[src/rtl/cfr_defs.vh]
`ifndef CFR_DEFS_VH
`define CFR_DEFS_VH
// byte addresses of the register bank
`define CFR_ADDR_RANGE_LO 8'h32
`define CFR_ADDR_RANGE_HI 8'h33
`define CFR_ADDR_REF_BYP 8'h38
`define CFR_ADDR_MARKER 8'h3b
`define CFR_ADDR_SWING 8'h48
`define CFR_ADDR_ROUTING 8'h60
// reset values
`define CFR_RST_RANGE 16'ha000
`define CFR_RST_REF_BYP 8'h00
`define CFR_RST_MARKER 8'h00
`define CFR_RST_SWING 8'h00
`define CFR_RST_ROUTING 8'h01
// range code landmarks
`define CFR_RANGE_MIN_REC 16'h2000
// field positions
`define CFR_BIT_REF_BYP 0
`define CFR_BIT_RECV_EN 0
`define CFR_BIT_DC_MODE 1
`define CFR_SWING_HI 1
`define CFR_SWING_LO 0
`define CFR_BIT_SWAP 4
`define CFR_SINGLE_HI 1
`define CFR_SINGLE_LO 0
// field encodings
`define CFR_SWING_HIGH 2'h0
`define CFR_SWING_LOW 2'h1
`define CFR_SWING_RSVD 2'h2
`define CFR_SWING_HIZ 2'h3
`define CFR_SINGLE_A 2'h1
`define CFR_SINGLE_B 2'h2
`endif

[src/rtl/cfr_byte_reg.v]
`include "cfr_defs.vh"
// one byte-wide read/write register with a synchronous reset value
module cfr_byte_reg #(
  parameter [7:0] RESET_VALUE = 8'h00
) (
  input wire sys_clk,
  input wire sys_rst,
  input wire writeEn,
  input wire [7:0] writeData,
  output reg [7:0] value_q
);
  always @(posedge sys_clk) begin
    if (sys_rst) begin
      value_q <= RESET_VALUE;
    end else if (writeEn) begin
      value_q <= writeData;
    end
  end
endmodule // cfr_byte_reg

[src/rtl/cfr_read_mux.v]
`include "cfr_defs.vh"
// registered read-data selection; unmapped bytes answer zero
module cfr_read_mux (
  input wire sys_clk,
  input wire sys_rst,
  input wire load,
  input wire [7:0] addr,
  input wire [15:0] rangeCode,
  input wire [7:0] refByp,
  input wire [7:0] marker,
  input wire [7:0] swing,
  input wire [7:0] routing,
  output reg [7:0] readData_q
);
  reg [7:0] readData_d;

  always @* begin
    case (addr)
      `CFR_ADDR_RANGE_LO: readData_d = rangeCode[7:0];
      `CFR_ADDR_RANGE_HI: readData_d = rangeCode[15:8];
      `CFR_ADDR_REF_BYP: readData_d = refByp;
      `CFR_ADDR_MARKER: readData_d = marker;
      `CFR_ADDR_SWING: readData_d = swing;
      `CFR_ADDR_ROUTING: readData_d = routing;
      default: readData_d = 8'h00;
    endcase
  end

  always @(posedge sys_clk) begin
    if (sys_rst) begin
      readData_q <= 8'h00;
    end else if (load) begin
      readData_q <= readData_d;
    end
  end
endmodule // cfr_read_mux

[src/rtl/cfr_config_regs.v]
// Notes on behaviour
// - 16-bit range code for second input, default a000
// - range code 2000 min recommended, ffff max
// - reference bypass bit swaps band-gap for supply
// - marker receiver enable bit, off after reset
// - marker dc-coupled signalling mode bit
// - two-bit output swing mode, 2 reserved
// - swap inputs in dual mode when interleave off
// - routing register resets to 01
// - single-channel source select when interleave on
//
// Decided for this implementation: the Avalon-MM slave port.
`include "cfr_defs.vh"
module cfr_config_regs #(
  parameter ADDR_W = 8
) (
  input wire sys_clk,
  input wire sys_rst,
  input wire [ADDR_W-1:0] avs_address,
  input wire avs_read,
  input wire avs_write,
  input wire [31:0] avs_writedata,
  input wire [3:0] avs_byteenable,
  output wire [31:0] avs_readdata,
  output wire avs_waitrequest,
  input wire interleaveOn,
  output wire [15:0] inputBRangeCode,
  output wire rangeBelowRecommended,
  output reg rangeChanged_q,
  output wire referenceBypass,
  output wire markerReceiverEnable,
  output wire markerDcCoupledMode,
  output wire [1:0] swingMode,
  output wire swingReservedSelected,
  output wire chanASelectsSecond,
  output wire chanBSelectsSecond,
  output wire singleSourceSecond,
  output wire singleSourceValid
);
  // a read answers one cycle after it is seen: data come from a register
  reg readPending_q;
  wire [7:0] readByte;
  wire [7:0] rangeLo;
  wire [7:0] rangeHi;
  wire [7:0] refBypReg;
  wire [7:0] markerReg;
  wire [7:0] swingReg;
  wire [7:0] routingReg;
  wire [7:0] addr;
  wire wrLane0;
  // split the range reset into its two bytes without silent truncation
  localparam [15:0] RANGE_RESET = `CFR_RST_RANGE;

  assign addr = avs_address[7:0];
  // each register is one byte at its own byte address, low lane
  assign wrLane0 = avs_write && avs_byteenable[0];

  function isAddr;
    input [7:0] a;
    input [7:0] target;
    begin
      isAddr = (a == target);
    end
  endfunction

  // writes take effect on the single cycle with waitrequest low
  cfr_byte_reg #(.RESET_VALUE(RANGE_RESET[7:0])) uRangeLo (
    .sys_clk(sys_clk),
    .sys_rst(sys_rst),
    .writeEn(wrLane0 && isAddr(addr, `CFR_ADDR_RANGE_LO)),
    .writeData(avs_writedata[7:0]),
    .value_q(rangeLo)
  );
  cfr_byte_reg #(.RESET_VALUE(RANGE_RESET[15:8])) uRangeHi (
    .sys_clk(sys_clk),
    .sys_rst(sys_rst),
    .writeEn(wrLane0 && isAddr(addr, `CFR_ADDR_RANGE_HI)),
    .writeData(avs_writedata[7:0]),
    .value_q(rangeHi)
  );
  // reserved bits are plain storage so they hold what was written
  cfr_byte_reg #(.RESET_VALUE(`CFR_RST_REF_BYP)) uRefByp (
    .sys_clk(sys_clk),
    .sys_rst(sys_rst),
    .writeEn(wrLane0 && isAddr(addr, `CFR_ADDR_REF_BYP)),
    .writeData(avs_writedata[7:0]),
    .value_q(refBypReg)
  );
  cfr_byte_reg #(.RESET_VALUE(`CFR_RST_MARKER)) uMarker (
    .sys_clk(sys_clk),
    .sys_rst(sys_rst),
    .writeEn(wrLane0 && isAddr(addr, `CFR_ADDR_MARKER)),
    .writeData(avs_writedata[7:0]),
    .value_q(markerReg)
  );
  cfr_byte_reg #(.RESET_VALUE(`CFR_RST_SWING)) uSwing (
    .sys_clk(sys_clk),
    .sys_rst(sys_rst),
    .writeEn(wrLane0 && isAddr(addr, `CFR_ADDR_SWING)),
    .writeData(avs_writedata[7:0]),
    .value_q(swingReg)
  );
  cfr_byte_reg #(.RESET_VALUE(`CFR_RST_ROUTING)) uRouting (
    .sys_clk(sys_clk),
    .sys_rst(sys_rst),
    .writeEn(wrLane0 && isAddr(addr, `CFR_ADDR_ROUTING)),
    .writeData(avs_writedata[7:0]),
    .value_q(routingReg)
  );

  // flag a range write that changes the code; software must recalibrate
  always @(posedge sys_clk) begin
    if (sys_rst) begin
      rangeChanged_q <= 1'b0;
    end else begin
      rangeChanged_q <= wrLane0 &&
        ((isAddr(addr, `CFR_ADDR_RANGE_LO) && avs_writedata[7:0] != rangeLo)
        || (isAddr(addr, `CFR_ADDR_RANGE_HI)
        && avs_writedata[7:0] != rangeHi));
    end
  end

  assign inputBRangeCode = {rangeHi, rangeLo};
  // low codes are still applied; this only warns of degraded performance
  assign rangeBelowRecommended =
    (inputBRangeCode < `CFR_RANGE_MIN_REC);

  assign referenceBypass = refBypReg[`CFR_BIT_REF_BYP];
  assign markerReceiverEnable = markerReg[`CFR_BIT_RECV_EN];
  assign markerDcCoupledMode = markerReg[`CFR_BIT_DC_MODE];

  // reserved code 2 passes through unchanged; flagged for the driver logic
  assign swingMode = swingReg[`CFR_SWING_HI:`CFR_SWING_LO];
  assign swingReservedSelected = (swingMode == `CFR_SWING_RSVD);

  // swap only matters with interleave off
  assign chanASelectsSecond =
    !interleaveOn && routingReg[`CFR_BIT_SWAP];
  assign chanBSelectsSecond =
    !interleaveOn && !routingReg[`CFR_BIT_SWAP];
  // single source only matters with interleave on; reserved codes invalid
  assign singleSourceSecond = interleaveOn &&
    (routingReg[`CFR_SINGLE_HI:`CFR_SINGLE_LO] == `CFR_SINGLE_B);
  assign singleSourceValid = interleaveOn &&
    ((routingReg[`CFR_SINGLE_HI:`CFR_SINGLE_LO] == `CFR_SINGLE_A)
    || (routingReg[`CFR_SINGLE_HI:`CFR_SINGLE_LO] == `CFR_SINGLE_B));

  cfr_read_mux uReadMux (
    .sys_clk(sys_clk),
    .sys_rst(sys_rst),
    .load(avs_read && !readPending_q),
    .addr(addr),
    .rangeCode(inputBRangeCode),
    .refByp(refBypReg),
    .marker(markerReg),
    .swing(swingReg),
    .routing(routingReg),
    .readData_q(readByte)
  );

  always @(posedge sys_clk) begin
    if (sys_rst) begin
      readPending_q <= 1'b0;
    end else begin
      readPending_q <= avs_read && !readPending_q;
    end
  end

  // writes complete at once; reads stall one cycle for the registered data
  assign avs_waitrequest = avs_read && !readPending_q;
  assign avs_readdata = {24'h000000, readByte};
endmodule // cfr_config_regs

[config.mk]
export PLATFORM = sky130hd
export DESIGN_NAME = cfr_config_regs
export DESIGN_NICKNAME = d
export VERILOG_FILES = /design/src/rtl/cfr_byte_reg.v /design/src/rtl/cfr_read_mux.v /design/src/rtl/cfr_config_regs.v
export VERILOG_INCLUDE_DIRS = /design/src /design/src/rtl
export SDC_FILE = /design/constraint.sdc
export NUM_CORES = 1
export LEC_CHECK = 0
export ABC_AREA = 1
export BUFFER_PORTS_ARGS = -buffer_cell sky130_fd_sc_hd__buf_2
export CAP_MARGIN = 20
export CORE_MARGIN = 4
export CORE_UTILIZATION = 35
export CTS_CLUSTER_SIZE = 30
export DETAILED_ROUTE_END_ITERATION = 8
export PLACE_DENSITY = 0.63
export SETUP_SLACK_MARGIN = 0.1
export SLEW_MARGIN = 20
export SYNTH_ARGS = -nofsm -noshare
export SYNTH_HDL_FRONTEND = slang
export SYNTH_SLANG_ARGS = --single-unit
[constraint.sdc]
create_clock -name sys_clk -period 1.65 [get_ports sys_clk]
set_input_delay 0.33 -clock sys_clk [delete_from_list [all_inputs] [get_ports sys_clk]]
set_output_delay 0.33 -clock sys_clk [all_outputs]
set_load 0.02 [all_outputs]
Word-level counts from Yosys, hierarchy flattened
Cells that the tools add are included.
Cells by class
  magnitude comparators: 1
  eq/ne operators: 11
  muxes and demuxes: 1
  reduce and logical (&&, ||, !) cells: 20
Operator list (number)
  $pmux 8 s6: 1
  $eq 8x6->1 const B: 4
  $eq 8x7->1 const B: 2
  $lt 16x14->1 const B: 1
  $ne 8x8->1: 2
  $logic_and 1x1->1: 15
  $eq 2x2->1 const B: 2
  $logic_not 1->1: 3
  $eq 2x1->1 const B: 1
  $logic_or 1x1->1: 2
Word-level totals
  bits in registers: 58
  output and inout port bits: 61
  logic and storage cells: 42

Depth between registers and ports, before layout
  word-level depth: 4
  depth in mapped cells: 9
  depth with buffers taken out: 8

By module
A second synthesis with hierarchy kept.
Second synthesis, totals
  cell total of the unflattened synthesis: 581
  area total of the unflattened synthesis: 3589.7 µm²
Modules (own cells, without submodules)
  cfr_byte_reg (uMarker ...): instances 4, cells each 51, area an instance 341.6 µm²
  cfr_read_mux: instances 1, cells each 158, area an instance 875.8 µm²
  cfr_config_regs: instances 1, cells each 122, area an instance 691.9 µm²
  cfr_byte_reg (uRouting): instances 1, cells each 50, area an instance 339.1 µm²
  cfr_byte_reg (uRangeHi): instances 1, cells each 47, area an instance 316.6 µm²

Least setup slack after synthesis
No wires, ideal clock.
  kind: input to register
  start point: input port avs_write
  end point: register uRangeLo.value_q[0]
  setup time: 0.123 ns
  data arrival time: 1.151 ns
  path slack: 0.375 ns
  cell stages on the path: 6
  buffers on the path: 1
  cell sequence: nand2_1 -> inv_2 -> buf_2 -> nand2_4 -> nand2_1 -> a21oi_2
On the way
  longest elaborated chain between the ends: 2
RTL lines
  start: declaration: RTL line cfr_config_regs.v:21  | input wire avs_write,
  $logic_and 1x1->1: RTL line cfr_config_regs.v:56  | assign wrLane0 = avs_write && avs_byteenable[0];
  $logic_and 1x1->1: RTL line cfr_config_regs.v:70  | .writeEn(wrLane0 && isAddr(addr, `CFR_ADDR_RANGE_LO)),
  end signal: assignment: RTL line cfr_byte_reg.v:16  | value_q <= writeData;
  end: declaration: RTL line cfr_byte_reg.v:10  | output reg [7:0] value_q
No other way between the ends.
A chain may end at the register's enable or synchronous reset.

Final worst setup path
  start point: register uRouting.value_q[1]
  end point: output port singleSourceValid
On the way
  longest elaborated chain between the ends: 3
RTL lines
  start: declaration: RTL line cfr_byte_reg.v:10
  start signal: assignment: RTL line cfr_byte_reg.v:16
  $eq 2x1->1 (no source line) or $eq 2x2->1 (tied branches)
  $logic_or 1x1->1 (*): RTL line cfr_config_regs.v:145  | ((routingReg[`CFR_SINGLE_HI:`CFR_SINGLE_LO] == `CFR_SINGLE_A)
  $logic_and 1x1->1 (*): RTL line cfr_config_regs.v:144  | assign singleSourceValid = interleaveOn &&
  end: declaration: RTL line cfr_config_regs.v:38  | output wire singleSourceValid
Mark *: on every way between the ends. The rest lies on a longest branch, timed or not.

==> impl_metrics.sql <==
INSERT INTO impl_metrics (metric_group, metric, value, unit) VALUES
('status', 'status', 'completed', ''),
('logic_synthesis', 'synth_common_cells', 'sky130_fd_sc_hd__dfxtp_1, sky130_fd_sc_hd__inv_1, sky130_fd_sc_hd__nand2_1, sky130_fd_sc_hd__a21oi_1, sky130_fd_sc_hd__o21ai_0', ''),
('global_route', 'grt_start_max_net_pins', '42', ''),
('logic_synthesis', 'netlist.top_cell.by_area', 'sky130_fd_sc_hd__dfxtp_1', ''),
('floorplanning', 'initial_core_util', '0.3582', ''),
('clocking', 'number_of_cts_inserted_buffers', '9', ''),
('setup_path', 'cp-start-kind', 'flip-flop', ''),
('setup_path', 'worst-setup-path-type', 'flip-flop to primary output', ''),
('global_route', 'grt_pass1_vias', '2765', ''),
('finish', 'share_of_layout_cells_above_drive_strength_1', '0.2480', ''),
('logic_synthesis', 'yosys.cell_types.count', '31', ''),
('setup_path', 'r2r-start', 'readPending_q$_SDFF_PP0_', ''),
('logic_synthesis', 'yosys-top-cells-area', 'sky130_fd_sc_hd__dfxtp_1, sky130_fd_sc_hd__a21oi_1, sky130_fd_sc_hd__o21ai_0', ''),
('clocking', 'cts_htree_levels', '3', ''),
('route', 'via_per_inst', '4.807', ''),
('timing', 'timing.final.setup_violations', '0', ''),
('route', 'drc_errors', '0', ''),
('logic_synthesis', 'synth-seq-area-share', '0.3524', ''),
('setup_path', 'worst_path_max_delay_cell', 'sky130_fd_sc_hd__dfxtp_1', ''),
('setup_path', 'worst_setup_path_end_kind', 'primary output', ''),
('logic_synthesis', 'postSynth.topFlopCell', 'sky130_fd_sc_hd__dfxtp_1', ''),
('setup_path', 'timing.critical_path.required', '1.32', 'ns'),
('setup_path', 'rr_worst_depth', '6', ''),
('global_route', 'grt_resource_usage_total', '0.1593', ''),
('place', 'dp_hpwl', '6318', 'um'),
('finish', 'num_antenna_cells', '0', ''),
('logic_synthesis', 'number_of_enable_type_register_cells_in_the_synthesized_netlist', '0', ''),
('logic_synthesis', 'synth_async_sr_flop_share', '0', ''),
('route', 'antenna_violating_nets_post_route', '0', ''),
('clocking', 'clk_path_buf_depth', '2', ''),
('pwr', 'worst_ir_drop_vdd', '0.0004944', 'V'),
('route', 'vias', '2918', ''),
('setup_path', 'cp_cell_sequence', 'ha_4 -> nor2_1 -> buf_4', ''),
('floorplanning', 'core', '9196', 'um^2'),
('floorplanning', 'die_area', '11030', 'um^2'),
('setup_path', 'path_max_fanout', '2', ''),
('timing', 'rsz_0062_raised_after_global_routing', 'false', ''),
('logic_synthesis', 'flops_latches_synth', '58', ''),
('route', 'dr.pass1.iters', '4', ''),
('global_route', 'grt_pass1_wl', '14020', 'um'),
('clocking', 'tritoncts', 'done', ''),
('floorplanning', 'fp.dieW', '105.0', 'um'),
('hold_path', 'timing.hold.worst_endpoint', 'uRangeLo.value_q[4]$_SDFFE_PP0P_', ''),
('timing', 'fin_tns_setup', '0', 'ns'),
('flow_run', 'cap_violations', '0', ''),
('clocking', 'tritoncts_num_sinks', '58', ''),
('global_route', 'grt_antenna_before_repair', '0', ''),
('setup_path', 'crit_path_max_incr_delay', '0.39', 'ns'),
('global_route', 'gr-total-overflow', '0', ''),
('setup_path', 'cp_data_arrival_time', '1.17', 'ns'),
('pwr', 'power.leakage', '1.642', 'nW'),
('timing', 'hold_viol', '0', ''),
('hold_path', 'hold_path_startpoint', 'sys_rst', ''),
('setup_path', 'critical_path.reg2reg.endpoint', 'uReadMux.readData_q[7]$_SDFFE_PP0P_', ''),
('place', 'gp_congestion', '0.8152', ''),
('finish', 'nets', '541', ''),
('logic_synthesis', 'syn-instance-count', '442', ''),
('timing', 'post-route-period-util', '0.9099', ''),
('place', 'place.detailed.instances', '591', ''),
('clocking', 'clock_tree.root_cell', 'sky130_fd_sc_hd__clkbuf_8', ''),
('setup_path', 'number_of_buffers_and_inverters_on_the_critical_path', '1', ''),
('route', 'starting_drt_drc_count', '167', ''),
('finish', 'fin_cells', '607', ''),
('timing', 'final.hold.worst_slack', '0.3635', 'ns'),
('route', 'routed_wirelength', '8650', 'um'),
('floorplanning', 'floorplan.rows', '35', ''),
('timing', 'achievable_frequency', '0.6661', 'GHz'),
('setup_path', 'startpoint_of_the_most_critical_setup_path', 'uRouting.value_q[1]$_SDFFE_PP0P_', ''),
('logic_synthesis', 'netlist_area', '3294', 'um^2'),
('timing', 'period_minus_slack', '1.501', 'ns'),
('logic_synthesis', 'syn_area_per_cell', '7.453', 'um^2');
[worst max-delay path by stage]
| stage | end | slack, ns | cells past startpoint |
|---|---|---|---|
| after detailed placement | uRouting.value_q[7]$_SDFFE_PP0P_ | 0.07 | 7 |
| final | singleSourceValid | 0.15 | 3 |
| after global placement | uRouting.value_q[7]$_SDFFE_PP0P_ | 0.09 | 7 |
| after floorplan | uRangeLo.value_q[0]$_SDFFE_PP0P_ | 0.38 | 6 |
| after CTS | singleSourceValid | 0.11 | 4 |
| after global routing | singleSourceValid | 0.10 | 3 |
[state kept, by name, summed over array words and instances, names as in the netlist]
signal and cells:
rangeChanged_q 1, readPending_q 1, uMarker.value_q 8, uRangeHi.value_q 8
uRangeLo.value_q 8, uReadMux.readData_q 8, uRefByp.value_q 8, uRouting.value_q 8
uSwing.value_q 8
[stage by stage]
stage                     setup WS, ns  cell area [um^2]    util  total power, mW
final                           0.1487              3741  0.4068            3.094
after global routing            0.1027              3741  0.4068            3.227
after CTS                       0.1095              3729  0.4054            3.116
after detailed placement       0.06863              3527  0.3835            1.797
after global placement         0.09039              3527  0.3835            1.792
after floorplan                 0.3754              3381       -            1.741
[kinds of logic after synthesis]
kind of cell / Yosys count / share of synthesized area
AOI/OAI and AO/OA: 117 / 0.1899
xor gates and xnor gates: 12 / 0.03190
buffers and inverters: 107 / 0.1743
other: 1 / 0.001138
adders and majority gates: 1 / 0.003797
and+or+nand+nor: 146 / 0.2465
DFF: 58 / 0.3524
[final cells by class]
class	instances	area [um^2]
fill	976	5455
multi-input combinational	300	1658
sequential	58	1162
timing repair buffer	65	370.4
inverter	57	214.0
clock buffer	14	162.7
tap	111	138.9
clock inverter	2	35.03
[cells in the final DEF (no fill, tap or decap)]
cell type,instances
sky130_fd_sc_hd__buf_2,57
sky130_fd_sc_hd__dfxtp_1,57
sky130_fd_sc_hd__inv_1,52
sky130_fd_sc_hd__nand2_1,50
sky130_fd_sc_hd__a21oi_1,45
sky130_fd_sc_hd__o21ai_0,43
sky130_fd_sc_hd__nor2_1,38
sky130_fd_sc_hd__nand3_1,28
sky130_fd_sc_hd__conb_1,24
sky130_fd_sc_hd__o21ai_1,19
sky130_fd_sc_hd__xnor2_1,12
sky130_fd_sc_hd__clkbuf_8,11
sky130_fd_sc_hd__nand3_2,9
sky130_fd_sc_hd__a21oi_2,8
sky130_fd_sc_hd__buf_4,6
sky130_fd_sc_hd__inv_2,5
sky130_fd_sc_hd__nand2_2,5
sky130_fd_sc_hd__nand2_4,4
sky130_fd_sc_hd__nor2_8,4
sky130_fd_sc_hd__nand3_4,3
sky130_fd_sc_hd__clkbuf_1,3
sky130_fd_sc_hd__nor2_4,2
sky130_fd_sc_hd__buf_12,2
sky130_fd_sc_hd__nor3_1,1
sky130_fd_sc_hd__o211ai_2,1
sky130_fd_sc_hd__nor2_2,1
sky130_fd_sc_hd__and2_4,1
sky130_fd_sc_hd__o21bai_1,1
sky130_fd_sc_hd__ha_4,1
sky130_fd_sc_hd__bufinv_16,1
sky130_fd_sc_hd__clkinv_2,1
sky130_fd_sc_hd__dfxtp_2,1
[timing repair]
item | in CTS | in global routing
pin swaps | 2 | 1
resized for setup | 3 | 1
endpoints found under the hold margin | 0 | 0
endpoints found under the setup margin | 1 | 1
hold buffers | 0 | 0
[metal layers]
| metal | track usage | part of all wire | up-vias | wire length (um) |
|---|---|---|---|---|
| met1 | 0.2132 | 0.45 | 1337 | 3853 |
| met5 | 0 | 0 | - | 0 |
| li1 | - | - | 1466 | - |
| met3 | 0.03088 | 0.071 | 16 | 615 |
| met2 | 0.2498 | 0.46 | 99 | 3964 |
| met4 | 0.06748 | 0.025 | 0 | 216 |
[report_power, final]
group / internal (mW) / switching (mW) / total (mW) / leakage, nW
logic: 0.0954 / 0.250 / 0.346 / 1.07
registers: 1.42 / 0.00767 / 1.42 / 0.468
clock network: 0.780 / 0.545 / 1.33 / 0.101
(Power assumes the default switching activity.)
